<file path="src/branch_call_pkg.sv">
package branch_call_pkg;

   // Instruction classes handed over by the upstream decoder.
   localparam logic [2:0] OP_NONE      = 3'h0;
   localparam logic [2:0] OP_BRANCH_IMM = 3'h1;
   localparam logic [2:0] OP_BRANCH_NE = 3'h2;
   localparam logic [2:0] OP_BREAK     = 3'h3;
   localparam logic [2:0] OP_BRET      = 3'h4;
   localparam logic [2:0] OP_CALL      = 3'h5;

   // Issue cycle figures.
   localparam int ISSUE_TAKEN_CYCLES = 4;
   localparam int ISSUE_FALL_CYCLES  = 1;

   // Address arithmetic constants.
   localparam int OFFSET_SHIFT      = 2;
   localparam logic [31:0] LINK_STEP = 32'h0000_0004;
   localparam int VECTOR_SHIFT      = 5;

   // Reset value and breakpoint exception number.
   localparam logic [31:0] PC_RESET = 32'h0000_0000;
   localparam logic [4:0] BREAKPOINT_EXCEPTION_NUMBER = 5'h01;

   // Field widths.
   localparam int LONG_OFFSET_WIDTH  = 26;
   localparam int SHORT_OFFSET_WIDTH = 16;
   localparam int REG_INDEX_WIDTH    = 5;

endpackage

</file>
<file path="src/branch_call_breakpoint_unit.sv">
`timescale 1ns/100ps
// Summary of operation
// - Immediate branch sets PC to PC plus sign-extended long offset times four; four cycles.
// - Not-equal branch adds sign-extended short offset times four when registers differ.
// - Not-equal branch issues one cycle falling through, four cycles when taken.
// - Breakpoint saves PC to return register, copies enable to saved bit, clears enable.
// - Breakpoint vectors to debug base plus exception number times 32; four cycles.
// - Breakpoint return reloads PC from return register and restores the enable bit.
// - Register call writes PC plus four to link register, jumps to first register.
module branch_call_breakpoint_unit (
   input  wire logic        ref_clk,
   input  wire logic        sys_rst,
   input  wire logic        instrValid,
   input  wire logic [2:0]  instrClass,
   input  wire logic [31:0] instrPc,
   input  wire logic [25:0] long_offset_field,
   input  wire logic [15:0] short_offset_field,
   input  wire logic [31:0] firstRegValue,
   input  wire logic [31:0] second_reg_field,
   input  wire logic [31:0] breakpointReturnIn,
   input  wire logic [31:0] debug_exception_base,
   output logic             redirect,
   output logic [31:0]      redirectPc,
   output logic             flushYounger,
   output logic             issueStall,
   output logic             linkWrite,
   output logic [31:0]      return_link_reg,
   output logic             breakpointReturnWrite,
   output logic [31:0]      breakpointReturnOut,
   output logic             breakpointException,
   output logic             interrupt_enable_bit,
   output logic             breakpoint_saved_enable
);

   // All state of the unit except the issue count lives in one record.
   typedef struct packed {
      logic        redirect;
      logic [31:0] redirectPc;
      logic        flushYounger;
      logic        linkWrite;
      logic [31:0] returnLink;
      logic        bpWrite;
      logic [31:0] bpOut;
      logic        bpException;
      logic        intEnable;
      logic        savedEnable;
      logic        stall;
   } unit_state_t;

   unit_state_t state;
   unit_state_t next_state;
   logic        counterBusy;
   logic        accept;
   logic        takeFour;
   logic [31:0] longDisp;
   logic [31:0] shortDisp;
   logic [31:0] vectorAddr;

   // Instructions are refused while a multi-cycle one is still issuing.
   assign accept = instrValid && !counterBusy;

   // Offsets shifted by two then sign-extended to a full word.
   assign longDisp  = {{4{long_offset_field[25]}}, long_offset_field,
                       2'h0};
   assign shortDisp = {{14{short_offset_field[15]}}, short_offset_field,
                       2'h0};
   // Vector spacing of 32 bytes per exception number.
   assign vectorAddr = debug_exception_base
                       + {22'h0, branch_call_pkg::BREAKPOINT_EXCEPTION_NUMBER,
                          5'h00};

   // Anything that redirects occupies the full issue window.
   always_comb begin
      takeFour = 1'b0;
      if (accept) begin
         unique case (instrClass)
            branch_call_pkg::OP_BRANCH_IMM: takeFour = 1'b1;
            branch_call_pkg::OP_BRANCH_NE:
               takeFour = (firstRegValue != second_reg_field);
            branch_call_pkg::OP_BREAK:      takeFour = 1'b1;
            branch_call_pkg::OP_BRET:       takeFour = 1'b1;
            branch_call_pkg::OP_CALL:       takeFour = 1'b1;
            default:                        takeFour = 1'b0;
         endcase
      end
   end

   issue_counter #(
      .WIDTH(3)
   ) u_issue (
      .ref_clk  (ref_clk),
      .sys_rst  (sys_rst),
      .load     (takeFour),
      .loadValue(3'(branch_call_pkg::ISSUE_TAKEN_CYCLES)),
      .busy     (counterBusy)
   );

   // Decode one accepted instruction into its side effects; pulses last one cycle.
   always_comb begin
      next_state             = state;
      next_state.redirect    = 1'b0;
      next_state.flushYounger = 1'b0;
      next_state.linkWrite   = 1'b0;
      next_state.bpWrite     = 1'b0;
      next_state.bpException = 1'b0;
      next_state.stall       = counterBusy || takeFour;
      if (accept) begin
         unique case (instrClass)
            branch_call_pkg::OP_BRANCH_IMM: begin
               next_state.redirectPc = instrPc + longDisp;
               next_state.redirect   = 1'b1;
            end
            branch_call_pkg::OP_BRANCH_NE: begin
               if (firstRegValue != second_reg_field) begin
                  next_state.redirectPc = instrPc + shortDisp;
                  next_state.redirect   = 1'b1;
               end
            end
            branch_call_pkg::OP_BREAK: begin
               next_state.bpOut       = instrPc;
               next_state.bpWrite     = 1'b1;
               next_state.savedEnable = state.intEnable;
               next_state.intEnable   = 1'b0;
               next_state.bpException = 1'b1;
               next_state.redirectPc  = vectorAddr;
               next_state.redirect    = 1'b1;
            end
            branch_call_pkg::OP_BRET: begin
               next_state.redirectPc = breakpointReturnIn;
               next_state.intEnable  = state.savedEnable;
               next_state.redirect   = 1'b1;
            end
            branch_call_pkg::OP_CALL: begin
               next_state.returnLink = instrPc + branch_call_pkg::LINK_STEP;
               next_state.linkWrite  = 1'b1;
               next_state.redirectPc = firstRegValue;
               next_state.redirect   = 1'b1;
            end
            default: begin
            end
         endcase
      end
      // A redirect kills the younger instructions already fetched.
      next_state.flushYounger = next_state.redirect;
   end

   // Interrupts come up enabled so software need not set the bit after reset.
   always_ff @(posedge ref_clk or posedge sys_rst) begin
      if (sys_rst) begin
         state             <= '0;
         state.redirectPc  <= branch_call_pkg::PC_RESET;
         state.intEnable   <= 1'b1;
      end else begin
         state <= next_state;
      end
   end

   assign redirect               = state.redirect;
   assign redirectPc             = state.redirectPc;
   assign flushYounger           = state.flushYounger;
   assign issueStall             = state.stall;
   assign linkWrite              = state.linkWrite;
   assign return_link_reg        = state.returnLink;
   assign breakpointReturnWrite  = state.bpWrite;
   assign breakpointReturnOut    = state.bpOut;
   assign breakpointException    = state.bpException;
   assign interrupt_enable_bit   = state.intEnable;
   assign breakpoint_saved_enable = state.savedEnable;

   // Checks next to the logic they guard.
   a_imm_branch_target: assert property (@(posedge ref_clk) disable iff (sys_rst)
      (accept && instrClass == branch_call_pkg::OP_BRANCH_IMM)
      |=> (redirect && redirectPc == $past(instrPc) + $past(longDisp)))
      else $error("Immediate branch target wrong.");

   a_bne_taken: assert property (@(posedge ref_clk) disable iff (sys_rst)
      (accept && instrClass == branch_call_pkg::OP_BRANCH_NE
       && firstRegValue != second_reg_field)
      |=> (redirect && redirectPc == $past(instrPc) + $past(shortDisp)))
      else $error("Not-equal branch target wrong.");

   a_bne_fall: assert property (@(posedge ref_clk) disable iff (sys_rst)
      (accept && instrClass == branch_call_pkg::OP_BRANCH_NE
       && firstRegValue == second_reg_field) |=> (!redirect && !issueStall))
      else $error("Fall-through branch must not stall.");

   a_issue_four: assert property (@(posedge ref_clk) disable iff (sys_rst)
      takeFour |=> issueStall [*3] ##1 !counterBusy)
      else $error("Taken instruction must hold issue for four cycles.");

   a_break_save: assert property (@(posedge ref_clk) disable iff (sys_rst)
      (accept && instrClass == branch_call_pkg::OP_BREAK)
      |=> (breakpointReturnWrite && breakpointReturnOut == $past(instrPc)
           && breakpoint_saved_enable == $past(interrupt_enable_bit)
           && !interrupt_enable_bit))
      else $error("Breakpoint state save wrong.");

   a_break_vector: assert property (@(posedge ref_clk) disable iff (sys_rst)
      (accept && instrClass == branch_call_pkg::OP_BREAK)
      |=> (redirectPc == $past(debug_exception_base) + 32'h0000_0020))
      else $error("Breakpoint vector wrong.");

   a_bret_restore: assert property (@(posedge ref_clk) disable iff (sys_rst)
      (accept && instrClass == branch_call_pkg::OP_BRET)
      |=> (redirectPc == $past(breakpointReturnIn)
           && interrupt_enable_bit == $past(breakpoint_saved_enable)))
      else $error("Breakpoint return wrong.");

   a_call_link: assert property (@(posedge ref_clk) disable iff (sys_rst)
      (accept && instrClass == branch_call_pkg::OP_CALL)
      |=> (linkWrite && return_link_reg == $past(instrPc) + 32'h0000_0004
           && redirectPc == $past(firstRegValue)))
      else $error("Call link or target wrong.");

   a_flush_redirect: assert property (@(posedge ref_clk) disable iff (sys_rst)
      redirect |-> flushYounger)
      else $error("Redirect without flush.");

endmodule

</file>
<file path="src/issue_counter.sv">
`timescale 1ns/100ps
// Counts the remaining issue cycles of a multi-cycle instruction.
module issue_counter #(
   parameter int WIDTH = 3
) (
   input  wire logic             ref_clk,
   input  wire logic             sys_rst,
   input  wire logic             load,
   input  wire logic [WIDTH-1:0] loadValue,
   output logic                  busy
);

   logic [WIDTH-1:0] count;
   logic [WIDTH-1:0] next_count;

   initial begin
      if (WIDTH < 2) begin
         $error("issue_counter needs at least two bits");
      end
   end

   // Reload on a new instruction, otherwise count down to idle.
   always_comb begin
      next_count = count;
      if (load) begin
         next_count = loadValue;
      end else if (count != '0) begin
         next_count = count - WIDTH'(1);
      end
   end

   always_ff @(posedge ref_clk or posedge sys_rst) begin
      if (sys_rst) begin
         count <= '0;
      end else begin
         count <= next_count;
      end
   end

   // Busy while cycles after the first remain.
   assign busy = (count > WIDTH'(1));

endmodule

</file>
<file path="config.mk">
export PLATFORM = sky130hd
export DESIGN_NAME = branch_call_breakpoint_unit
export DESIGN_NICKNAME = d
export VERILOG_FILES = /design/src/branch_call_pkg.sv /design/src/branch_call_breakpoint_unit.sv /design/src/issue_counter.sv
export SDC_FILE = /design/constraint.sdc
export NUM_CORES = 1
export LEC_CHECK = 0
export ABC_AREA = 1
export BUFFER_PORTS_ARGS = -buffer_cell sky130_fd_sc_hd__buf_4
export CORE_ASPECT_RATIO = 0.5
export CORE_UTILIZATION = 55
export CTS_CLUSTER_SIZE = 28
export DETAILED_ROUTE_END_ITERATION = 10
export MAX_ROUTING_LAYER = met4
export PLACE_DENSITY_LB_ADDON = 0.08
export SYNTH_ARGS = -nofsm -noshare
export SYNTH_HDL_FRONTEND = slang
export SYNTH_SLANG_ARGS = --single-unit
</file>
<file path="constraint.sdc">
create_clock -name ref_clk -period 3.9 [get_ports ref_clk]
set_input_delay 0 -clock ref_clk [delete_from_list [all_inputs] [get_ports ref_clk]]
set_output_delay 0 -clock ref_clk [all_outputs]
set_load 0.05 [all_outputs]
</file>
=== After elaboration in Yosys (flattened, before gate mapping) ===
Cells that the tools add are included.

* Output and inout bits: 104
* Register bits after elaboration: 106
* Bits in latches: 0
* Logic and storage cells: 48
* Memory bits (writable): 0
* Memories: 0
* Input bits: 208
* Memory bits (read-only): 0

* $mul: 0
* Bitwise operators: 0
* Add/subtract/negate cells: 5
* Multiplexer cells: 12
* Shift-type cells: 0
* Divide/modulo/power cells: 0
* Equality and inequality tests: 7
* Magnitude comparators: 1
* Reduce and logical (&&, ||, !) cells: 12

{| class="wikitable"
|+ Operators by type and width
! cell !! number
|-
| $pmux 33 s5 || 1
|-
| $mux 33 || 3
|-
| $mux 69 || 1
|-
| $add 32x32->32 || 2
|-
| $mux 34 || 1
|-
| $add 32x3->32 const B || 1
|-
| $add 32x6->32 const B || 1
|-
| $ne 32x32->1 || 1
|-
| $eq 3x2->1 const B || 2
|-
| $eq 3x3->1 const B || 2
|-
| $mux 3 || 2
|-
| $reduce_and 2->1 || 3
|-
| $reduce_bool 5->1 || 1
|-
| $pmux 1 s2 || 2
|-
| $reduce_bool 2->1 || 2
|-
| $reduce_or 4->1 || 1
|-
| $eq 3x1->1 const B || 1
|-
| $gt 3x1->1 const B || 1
|-
| $reduce_and 3->1 || 1
|-
| $reduce_bool 3->1 || 1
|-
| $sub 3x1->3 const B || 1
|-
| $mux 1 || 2
|-
| $ne 2x2->1 const B || 1
|-
| $logic_and 1x1->1 || 1
|-
| 2 further kinds || 2
|}

=== Logic depth before layout (Yosys ltp) ===
Gate-level depths: netlist of run 1.

* Depth after elaboration: 5
* Depth in mapped cells: 16
* Mapped depth without buffers: 16

=== By module ===
From an unflattened synthesis of run 1, not the netlist that was laid out.

* Cell total of the unflattened synthesis: 1,969
* Area, all modules: 11,352.1 um^2

{| class="wikitable"
|+ Modules (own cells, without submodules)
! module !! area each (um^2) !! sequential area each (um^2) !! cells an instance !! instances
|-
| branch_call_breakpoint_unit || 11,129.4 || 2,553.7 || 1,936 || 1
|-
| issue_counter || 222.7 || 75.1 || 33 || 1
|}

=== Worst setup path before layout of run 1 ===
No wires, ideal clock.

* Kind: flip-flop to flip-flop
* Start point: register u_issue.count[1]
* End point: register state, in the netlist return_link_reg[16]
* Clock period less this slack: 1.623 ns
* Arrival time: 1.496 ns
* Buffers on the path: 1
* Cell stages (with the launch flop): 11
* Slack: 2.277 ns
* Library setup time: 0.127 ns
* Required time: 3.773 ns
* Path through: dfrtp_1 -> inv_1 -> ha_1 -> a21oi_1 -> nor2_1 -> nand2_2 -> nor2_1 -> inv_2 -> clkbuf_1 -> nand2_1 -> o21ai_0

* Word-level cells in the longest chain between the ends: 4

{| class="wikitable"
|+ RTL lines
! what !! RTL line !! RTL
|-
| from (decl) || issue_counter.sv:13 || <nowiki>logic [WIDTH-1:0] count;</nowiki>
|-
| from (signal assigned) || issue_counter.sv:36 || <nowiki>count <= next_count;</nowiki>
|-
| $gt 3x1->1 || issue_counter.sv:41 || <nowiki>assign busy = (count > WIDTH'(1));</nowiki>
|-
| $logic_not 1->1 || branch_call_breakpoint_unit.sv:60 || <nowiki>assign accept = instrValid && !counterBusy;</nowiki>
|-
| $logic_and 1x1->1 || branch_call_breakpoint_unit.sv:60 ||
|-
| $reduce_and 2->1 (no line) || n/a ||
|-
| to (signal assigned) || branch_call_breakpoint_unit.sv:154 || <nowiki>state <= next_state;</nowiki>
|-
| to (decl) || branch_call_breakpoint_unit.sv:50 || <nowiki>unit_state_t state;</nowiki>
|}

Every way passes these cells.
A chain may end at the register's enable or synchronous reset.

=== Final worst setup path of run 1 ===
* Start point: register u_issue.count[1]
* End point: register redirectPc[1] (netlist name)

* Word-level cells in the longest chain between the ends: 4

{| class="wikitable"
|+ RTL lines
! what !! RTL line
|-
| $gt 3x1->1 || issue_counter.sv:41
|-
| $logic_not 1->1 || branch_call_breakpoint_unit.sv:60
|-
| $logic_and 1x1->1 || branch_call_breakpoint_unit.sv:60
|-
| $reduce_and 3->1 (no line) || n/a
|}

Every way passes these cells.

==> results of run 1 <==
report_power, final:
part	leakage (nW)	internal, mW	switching, mW
clock network	0.138	0.452	0.491
logic	6.93	1.24	2.87
registers	1.36	1.54	0.338
total	8.43	3.23	3.70
worst reg2reg max path, stage by stage (launching register included):
cell	delay (ns)
dfrtp_1	0.38
inv_1	0.11
ha_1	0.16
a21oi_1	0.04
nor2_1	0.20
nand2_2	0.18
inv_1	0.13
nand3_4	0.40
nor2_4	0.73
nand2_1	0.18
nand2_1	0.11
through the flow:
step | hold WS, ns | area [sq um] | utilization
after detailed placement | 0.170 | 13900 | 0.699
final | 0.00990 | 14400 | 0.724
after global routing | 0.0190 | 14400 | 0.724
after global placement | 0.171 | 13900 | 0.699
after floorplan | 0.112 | 11500 | -
after CTS | 0.00349 | 14400 | 0.724
cell type report:
class / count / area, sq um
Tap cell: 266 / 333
Inverter: 328 / 1240
Clock buffer: 10 / 229
Sequential cell: 105 / 2630
Timing Repair Buffer: 335 / 2570
Clock inverter: 6 / 61.3
Multi-Input combinational cell: 1498 / 7390
Fill cell: 1765 / 5510
placed cells by master, fill, tap and decap left out, types with 14 or more instances in the layout:
master and instances:
buf_4 314, ha_1 64, nor3_1 23, nand4_1 28
o21ai_0 52, nand3b_1 15, a21oi_1 52, nand2_1 800
nand2_2 14, nand3_1 145, nor2_1 144, dlygate4sd3_1 21
dfrtp_1 104, o21ai_1 20, inv_1 317, xor2_1 53
layer usage:
| metal | vias to the layer above | track usage | wire [um] |
|---|---|---|---|
| met4 | 0 | 0.0945 | 912 |
| met2 | 809 | 0.623 | 18600 |
| met1 | 6317 | 0.556 | 18200 |
| met5 | - | - | 0 |
| met3 | 99 | 0.0827 | 5150 |
| li1 | 6745 | - | - |
worst max-delay path by stage:
stage	endpoint	cells after the start	slack, ns
6_report	redirectPc[1]$_DFFE_PP0P_	10	1.21
5_1_grt	redirectPc[22]$_DFFE_PP0P_	10	1.01
4_1_cts	redirectPc[5]$_DFFE_PP0P_	10	1.28
3_5_place_dp	redirectPc[5]$_DFFE_PP0P_	10	1.29
3_3_place_gp	redirectPc[21]$_DFFE_PP0P_	10	1.45
2_1_floorplan	breakpointException$_DFF_PP0_	1	1.14
what timing repair did:
action | CTS | global route
buffers inserted | 0 | 0
hold buffers | 21 | 0
hold endpoints to repair | 80 | 0
logic make-up after synthesis:
group,after synthesis,share of synthesized area
buf+inv,361,0.126
simple gates,1209,0.444
xor+xnor,60,0.0458
compound gates,163,0.0813
fa+ha+maj,66,0.0733
flops,105,0.229
==> results.py, run 1 <==
metrics = {
    "floorplanning": {
        "pin_count": 312,
        "die_h_um": 104,
        "row_count": 36,
        "core_sq_mm": 0.0200,
        "dieArea_sq_mm": 0.0215,
        "initial_core_util": 0.575,
        "die_w_um": 206,
    },
    "grt": {
        "grt_max_degree": 60,
        "track_usage": 0.409,
        "grt_first_pass_wirelength_um": 66500,
        "overflow": 0,
        "antenna_found_initial": 0,
        "grt_pass1_vias": 12971,
    },
    "synthesis": {
        "synthTopCellsByArea": "nand2_1, dfrtp_1, inv_1",
        "synth_top_area_share": 0.262,
        "synth-edff-count": 0,
        "synth_flop_cell": "dfrtp_1",
        "seq_area_frac_synth": 0.229,
        "async_flop_share": 1.00,
        "synthCells": 1964,
        "synth_area_per_cell_sq_um": 5.84,
        "ys_warn_count": 0,
        "post-synth-top-count-cell": "nand2_1",
        "syn_nets": 2238,
        "synth_commonest_cells": "nand2_1, inv_1, nand3_1",
        "syn_area_sq_mm": 0.0115,
        "ys_types": 50,
        "synth-seq-cells": 105,
        "synth_area_leader_cell": "nand2_1",
    },
    "clocking": {
        "cts.reportedPaths.clkPinSlew_ns": 0.08,
        "cts_sinks": 105,
        "htree_levels": 3,
        "insertion_delay_ns": 0.36,
        "cts_made_buffers": 9,
        "cts_tree": "yes",
        "cts_resized": 0,
        "clk_path_buf_depth": 2,
        "cts-root-buf": "clkbuf_16",
    },
    "hold_path": {
        "hp-class": "in2reg",
        "hold_end": "redirectPc[3]$_DFFE_PP0P_",
        "hp-start": "firstRegValue[3]",
        "min_delay_path_depth": 5,
    },
    "detailed_routing": {
        "drt_first_iter_violations": 1538,
        "via_count": 13970,
        "ant_nets": 0,
        "drt-wirelength-per-cell_um": 16.8,
        "routed_wl_um": 42900,
        "first_pass_iters": 9,
        "drc": 24,
        "vias_per_cell": 5.48,
    },
    "setup_path": {
        "startpoint_type": "flip-flop",
        "critPathBufInv": 2,
        "crit_chain": "inv_1, ha_1, a21oi_1, nor2_1, nand2_2, inv_1, nand3_4, nor2_4, nand2_1, nand2_1",
        "r2r_setup_slack_ns": 1.21,
        "critical_path_class": "reg2reg",
        "critPathMaxFanout": 39,
        "cp_top_family": "simple AND/OR/NAND/NOR gates",
        "required_ns": 4.19,
        "r2r_end": "redirectPc[1]$_DFFE_PP0P_",
        "end_kind": "flip-flop",
        "max_stage_delay_ns": 0.73,
        "cp_slowest_cell": "nor2_4",
        "arrival_ns": 2.98,
        "r2r_cells": 10,
        "rr_startpoint": "u_issue.count[1]$_DFFE_PP0P_",
        "worstSetupStartpoint": "u_issue.count[1]$_DFFE_PP0P_",
    },
    "cells_and_area": {
        "area_delta_synth_final_pct": 26.0,
        "fin_nets": 2551,
        "drive_above_1_share": 0.168,
        "antennaDiodeCount": 0,
        "layoutNonFillerInstCount": 2548,
    },
    "run_status": {
        "violations": "DRC",
        "status": "finished, violations left",
    },
    "pwr": {
        "power_leakage_nw": 8.43,
        "power_mw": 6.93,
        "power.density_mw_per_mm2": 480,
        "max-vdd-ir-drop_uv": 426,
    },
    "timing": {
        "layout_worst_path_cycle_share": 0.691,
        "drv_slew": 0,
        "fin_ws_ns": 1.21,
        "period_minus_slack_ns": 2.69,
        "slew_headroom": 0.288,
        "setup_viol": 0,
        "hold_violations": 0,
        "max_freq_mhz": 371,
        "fin_worst_skew_ns": 0.00638,
        "tns_ns": 0,
        "rsz0062_at_grt": "no",
        "tightest_slew_ns": 1.07,
    },
    "placed_design": {
        "gp_congestion": 0.976,
        "portBuffers": 311,
        "place_inst": 2511,
        "post-dp-hpwl_um": 34500,
        "pre_cts_ws_ns": 1.29,
    },
    "flow_run": {
        "drv_cap": 0,
    },
}
Note: power is estimated with default switching activity, not from simulation.
==> inputs of run 2 (changes only) <==
Settings changed: CORE_UTILIZATION 55 to 49.
Clock period 3.9 ns to 2.4 ns, I/O delays scaled along.
==> results.py, run 2 (synthesis results as in run 1) <==
metrics = {
    "floorplanning": {
        "die_h_um": 110,
        "row_count": 39,
        "initial_core_util": 0.501,
        "core_sq_mm": 0.0229,
        "die_w_um": 218,
        "dieArea_sq_mm": 0.0241,
        "pin_count": 312,
    },
    "setup_path": {
        "critPathMaxFanout": 6,
        "required_ns": 2.74,
        "cp_slowest_cell": "dlygate4sd3_1",
        "max_stage_delay_ns": 0.53,
        "startpoint_type": "input port",
        "crit_chain": "dlygate4sd3_1, buf_4, ha_2, inv_1, fa_1, inv_1, nand3_1, nand3_2, nand2_1, nand2_1, nand3_1, nand2_1, nand2_1, nand2_1, nand2_1, nand3b_1, nand2_1, nand2_1",
        "arrival_ns": 2.61,
        "critPathBufInv": 4,
        "cp_top_family": "simple AND/OR/NAND/NOR gates",
        "cp.depth": 18,
        "r2r_cells": 9,
        "end_kind": "flip-flop",
        "critical_path_class": "in2reg",
        "crit_top_cell": "nand2_1",
    },
    "run_status": {
        "status": "finished, violations left",
        "violations": "hold timing",
    },
    "cells_and_area": {
        "fin_util": 0.646,
        "drive_above_1_share": 0.174,
        "final_cell_mix": "nand2_1, buf_4, inv_1",
        "design_area_sq_mm": 0.0148,
        "nFillCells": 2291,
        "fin_nets": 2576,
        "area_delta_synth_final_pct": 29.0,
        "layout.cells.most_common": "nand2_1",
    },
    "grt": {
        "grt_max_degree": 106,
        "antenna_found_initial": 2,
        "track_usage": 0.369,
        "grt_first_pass_wirelength_um": 65300,
        "overflow": 0,
        "grt_pass1_vias": 12307,
    },
    "detailed_routing": {
        "first_pass_iters": 6,
        "via_count": 13669,
        "routed_wl_um": 43300,
        "ant_nets": 0,
        "drt_first_iter_violations": 1359,
        "drt-wirelength-per-cell_um": 16.6,
        "vias_per_cell": 5.23,
        "drc": 0,
    },
    "clocking": {
        "clk_path_buf_depth": 2,
        "post_cts_buffers": 0,
        "cts_sinks": 105,
        "htree_levels": 3,
        "insertion_delay_ns": 0.39,
        "cts_made_buffers": 9,
        "cts_tree": "yes",
        "cts-root-buf": "clkbuf_16",
        "cts.reportedPaths.clkPinSlew_ns": 0.09,
    },
    "flow_run": {
        "drv_cap": 0,
    },
    "timing": {
        "fin_worst_skew_ns": 0.0189,
        "drv_slew": 0,
        "hold_violations": 1,
        "slew_headroom": 0.537,
        "holdWs_ns": -0.0170,
        "tightest_slew_ns": 0.690,
        "max_freq_mhz": 440,
        "setup_viol": 0,
        "layout_worst_path_cycle_share": 0.947,
        "period_minus_slack_ns": 2.27,
    },
    "placed_design": {
        "gp_congestion": 0.962,
        "placed_area_sq_mm": 0.0141,
        "post-dp-hpwl_um": 35200,
        "portBuffers": 311,
    },
    "pwr": {
        "max-vdd-ir-drop_uv": 1450,
        "power_leakage_nw": 8.57,
        "power_mw": 11.4,
        "power.density_mw_per_mm2": 773,
    },
    "hold_path": {
        "min_delay_path_depth": 5,
        "hp-class": "in2reg",
    },
}
## run 2: cell types whose count changed in the layout (fill, tap and decap cells not counted), sizes merged
cell,change
buf,+12
bufinv,+1
clkinv,-1
diode,+1
dlygate4sd3,+13
## run 2: area by class of cell
class                      instances  area [sq um]  share of cell area
timing repair buffer             360          2810               0.190
clock buffer                      10           239              0.0162
antenna                            1          2.50            0.000169
sequential                       105          2630               0.178
inverter                         328          1240              0.0836
tap                              307           384              0.0260
clock inverter                     6          81.3             0.00550
multi-input combinational       1498          7410               0.501
## run 2: per-stage QoR
step                setup slack [ns]  std cells  setup TNS [ns]
finish                         0.127       2615               0
CTS                           0.0874       2615               0
floorplan                      0.777       1964               0
global placement               0.292       2564               0
detailed placement             0.259       2564               0
global route                 -0.0109       2615         -0.0109
## run 2: where the power goes
part	total [mW]	internal, mW	switching (mW)	leakage [nW]
Sequential	3.01	2.50	0.506	1.36
Clock	1.68	0.864	0.816	0.157
Combinational	6.75	2.06	4.70	7.05
## run 2: final timing paths
check	endpoint	start	slack [ns]
hold / removal	redirectPc[3]$_DFFE_PP0P_	firstRegValue[3]	-0.02
setup / recovery	redirectPc[18]$_DFFE_PP0P_	instrPc[2]	0.13
setup reg to reg	return_link_reg[7]$_DFFE_PP0P_	u_issue.count[1]$_DFFE_PP0P_	0.16
max in group asynchronous	redirectPc[9]$_DFFE_PP0P_	sys_rst	1.59
hold reg to reg	redirectPc[14]$_DFFE_PP0P_	redirectPc[14]$_DFFE_PP0P_	0.48
min in group asynchronous	breakpointReturnOut[27]$_DFFE_PP0P_	sys_rst	0.32
## run 2: what timing repair did
action,4_1_cts,5_1_grt
hold buffers,35,0
resized for setup,0,5
setup endpoints to repair,0,6
hold endpoints to repair,145,0
## run 2: metal layers
metal  up-vias  global-route usage  part of all wire
li1       6784                   -                 -
met1      6252               0.514              0.46
met2       580               0.565              0.43
met3        53              0.0606             0.084
met4         0              0.0734             0.017
met5         -                   -                 0
## run 2: worst reg2reg max path: stages (launching register included)
cell	delay (ns)
dfrtp_1	0.38
inv_1	0.12
ha_1	0.17
a21oi_1	0.04
nor2_1	0.17
nand2_2	0.16
nor2_1	0.46
buf_4	0.37
o21ai_0	0.13
o21ai_0	0.17
==> inputs of run 3 (changes only) <==
Settings changed: ABC_AREA 1 to 0, CORE_UTILIZATION 49 to 47.
==> results.py, run 3 <==
metrics = {
    "setup_path": {
        "required_ns": 2.65,
        "crit_chain": "inv_1, ha_1, o21ba_4, nor2_4, and2_4, buf_4, o31ai_4, buf_12, a221oi_1, o221ai_1, a211o_1",
        "r2r_end": "redirectPc[31]$_DFFE_PP0P_",
        "critPathMaxFanout": 10,
        "arrival_ns": 2.60,
        "cp_slowest_cell": "dfrtp_1",
        "startpoint_type": "flip-flop",
        "critical_path_class": "reg2reg",
        "rr_startpoint": "u_issue.count[1]$_DFFE_PP0P_",
        "max_stage_delay_ns": 0.38,
        "end_kind": "flip-flop",
        "r2r_cells": 11,
        "r2r_setup_slack_ns": 0.06,
    },
    "detailed_routing": {
        "via_count": 10830,
        "drc": 0,
        "drt-wirelength-per-cell_um": 20.6,
        "first_pass_iters": 5,
        "vias_per_cell": 5.84,
        "drt_first_iter_violations": 1073,
        "routed_wl_um": 38200,
        "ant_nets": 0,
    },
    "synthesis": {
        "async_flop_share": 1.00,
        "syn_nets": 1414,
        "synth_flop_cell": "dfrtp_1",
        "ys_types": 70,
        "post-synth-top-count-cell": "nand2_1",
        "synth_top_area_share": 0.285,
        "ys_warn_count": 0,
        "syn_area_sq_mm": 0.00915,
        "synth-edff-count": 0,
        "synth-seq-cells": 105,
        "synth_area_leader_cell": "dfrtp_1",
        "synth_area_per_cell_sq_um": 8.02,
        "synthTopCellsByArea": "dfrtp_1, nand2_1, ha_1",
        "synthCells": 1140,
        "seq_area_frac_synth": 0.287,
        "synth_commonest_cells": "nand2_1, dfrtp_1, o21ai_0",
    },
    "floorplanning": {
        "core_sq_mm": 0.0187,
        "row_count": 35,
        "pin_count": 312,
        "initial_core_util": 0.488,
        "die_h_um": 101,
        "dieArea_sq_mm": 0.0201,
        "die_w_um": 199,
    },
    "pwr": {
        "max-vdd-ir-drop_uv": 858,
        "power.density_mw_per_mm2": 862,
        "power_mw": 11.7,
        "power_leakage_nw": 6.63,
    },
    "clocking": {
        "insertion_delay_ns": 0.37,
        "cts_sinks": 105,
        "cts.reportedPaths.clkPinSlew_ns": 0.08,
        "cts_tree": "yes",
        "cts_made_buffers": 9,
        "cts-root-buf": "clkbuf_16",
        "htree_levels": 3,
        "clk_path_buf_depth": 2,
    },
    "grt": {
        "track_usage": 0.385,
        "use_met3": 0.0736,
        "grtUsageMet2": 0.585,
        "antenna_found_initial": 1,
        "grt_pass1_vias": 10227,
        "overflow": 0,
        "grt_max_degree": 61,
        "grt_first_pass_wirelength_um": 56600,
        "busiest_layer": "met2",
        "grt_use_met1": 0.538,
    },
    "hold_path": {
        "hold_end": "breakpointReturnOut[9]$_DFFE_PP0P_",
        "hp-class": "in2reg",
        "min_delay_path_depth": 4,
        "hp-start": "instrPc[9]",
    },
    "timing": {
        "hold_violations": 0,
        "max_freq_mhz": 427,
        "tns_ns": 0,
        "fin_worst_skew_ns": 0.00942,
        "period_minus_slack_ns": 2.34,
        "layout_worst_path_cycle_share": 0.977,
        "tightest_slew_ns": 0.794,
        "drv_slew": 0,
        "setup_viol": 0,
        "slew_headroom": 0.468,
    },
    "placed_design": {
        "post-dp-hpwl_um": 30700,
        "portBuffers": 311,
        "gp_congestion": 0.986,
    },
    "flow_run": {
        "drv_cap": 0,
    },
    "cells_and_area": {
        "fin_util": 0.721,
        "drive_above_1_share": 0.330,
        "area_delta_synth_final_pct": 47.8,
        "final_cell_mix": "buf_4, nand2_1, dfrtp_1",
        "layout.cells.most_common": "buf_4",
        "fin_nets": 1865,
    },
    "run_status": {
        "status": "completed",
    },
}
==> run 3: power by group <==
group / internal, mW / switching [mW]
clock: 0.733 / 0.795
combinational: 2.45 / 4.61
sequential: 2.52 / 0.545
==> run 3: cell families after synthesis <==
family	after synthesis	synth area share
AOI/OAI and AO/OA	327	0.234
xor gates and xnor gates	130	0.125
DFF	105	0.287
muxes	18	0.0201
adders and majority gates	66	0.0919
buffers and inverters	74	0.0331
and+or+nand+nor	420	0.209
==> run 3: through the flow <==
stage | cell area [sq um] | hold WS, ns | std cells | worst slack [ns]
floorplan | 9150 | 0.105 | 1140 | -0.00414
finish | 13500 | 0.0301 | 1856 | 0.0560
detailed placement | 12800 | 0.117 | 1814 | -0.396
global placement | 12800 | 0.108 | 1814 | -0.333
CTS | 13300 | 0.00333 | 1850 | 0.0206
global route | 13500 | 0.0390 | 1856 | -0.0889
==> run 3: critical path, delay by kind of cell (launching register included) <==
| kind | cells | cell delay, ns |
|---|---|---|
| AO/OA/AOI/OAI | 5 | 1.03 |
| adder cells (fa/ha/maj) | 1 | 0.16 |
| buffers and inverters | 3 | 0.36 |
| flip-flops | 1 | 0.38 |
| AND/OR/NAND/NOR | 2 | 0.30 |
==> run 3: layout make-up <==
type	instances	area (sq um)
clock buffer	10	229
tap	259	324
inverter	30	116
sequential	105	2630
timing repair buffer	484	3770
multi-input combinational	961	6380
fill	1504	5230
antenna	1	2.50
clock inverter	6	62.6
==> run 3: routing by layer <==
metal | vias to the layer above | wire length [um]
met5 | - | 0
met4 | 0 | 525
met3 | 49 | 3590
met2 | 572 | 17000
met1 | 5191 | 17100
li1 | 5018 | -
==> run 3: how the worst max path moves through the flow <==
stage | endpoint | from
2_1_floorplan | redirectPc[26]$_DFFE_PP0P_ | instrPc[12]
3_3_place_gp | redirectPc[31]$_DFFE_PP0P_ | instrPc[6]
3_5_place_dp | redirectPc[31]$_DFFE_PP0P_ | instrPc[5]
4_1_cts | redirectPc[31]$_DFFE_PP0P_ | instrPc[24]
5_1_grt | redirectPc[31]$_DFFE_PP0P_ | instrPc[5]
6_report | redirectPc[31]$_DFFE_PP0P_ | u_issue.count[1]$_DFFE_PP0P_
==> run 3: repair_timing <==
item	CTS	global route
hold endpoints to repair	48	0
pin swaps	0	4
cloned	0	1
setup endpoints to repair	4	42
hold buffers	20	0
gates resized for setup	3	29
buffers inserted	0	4
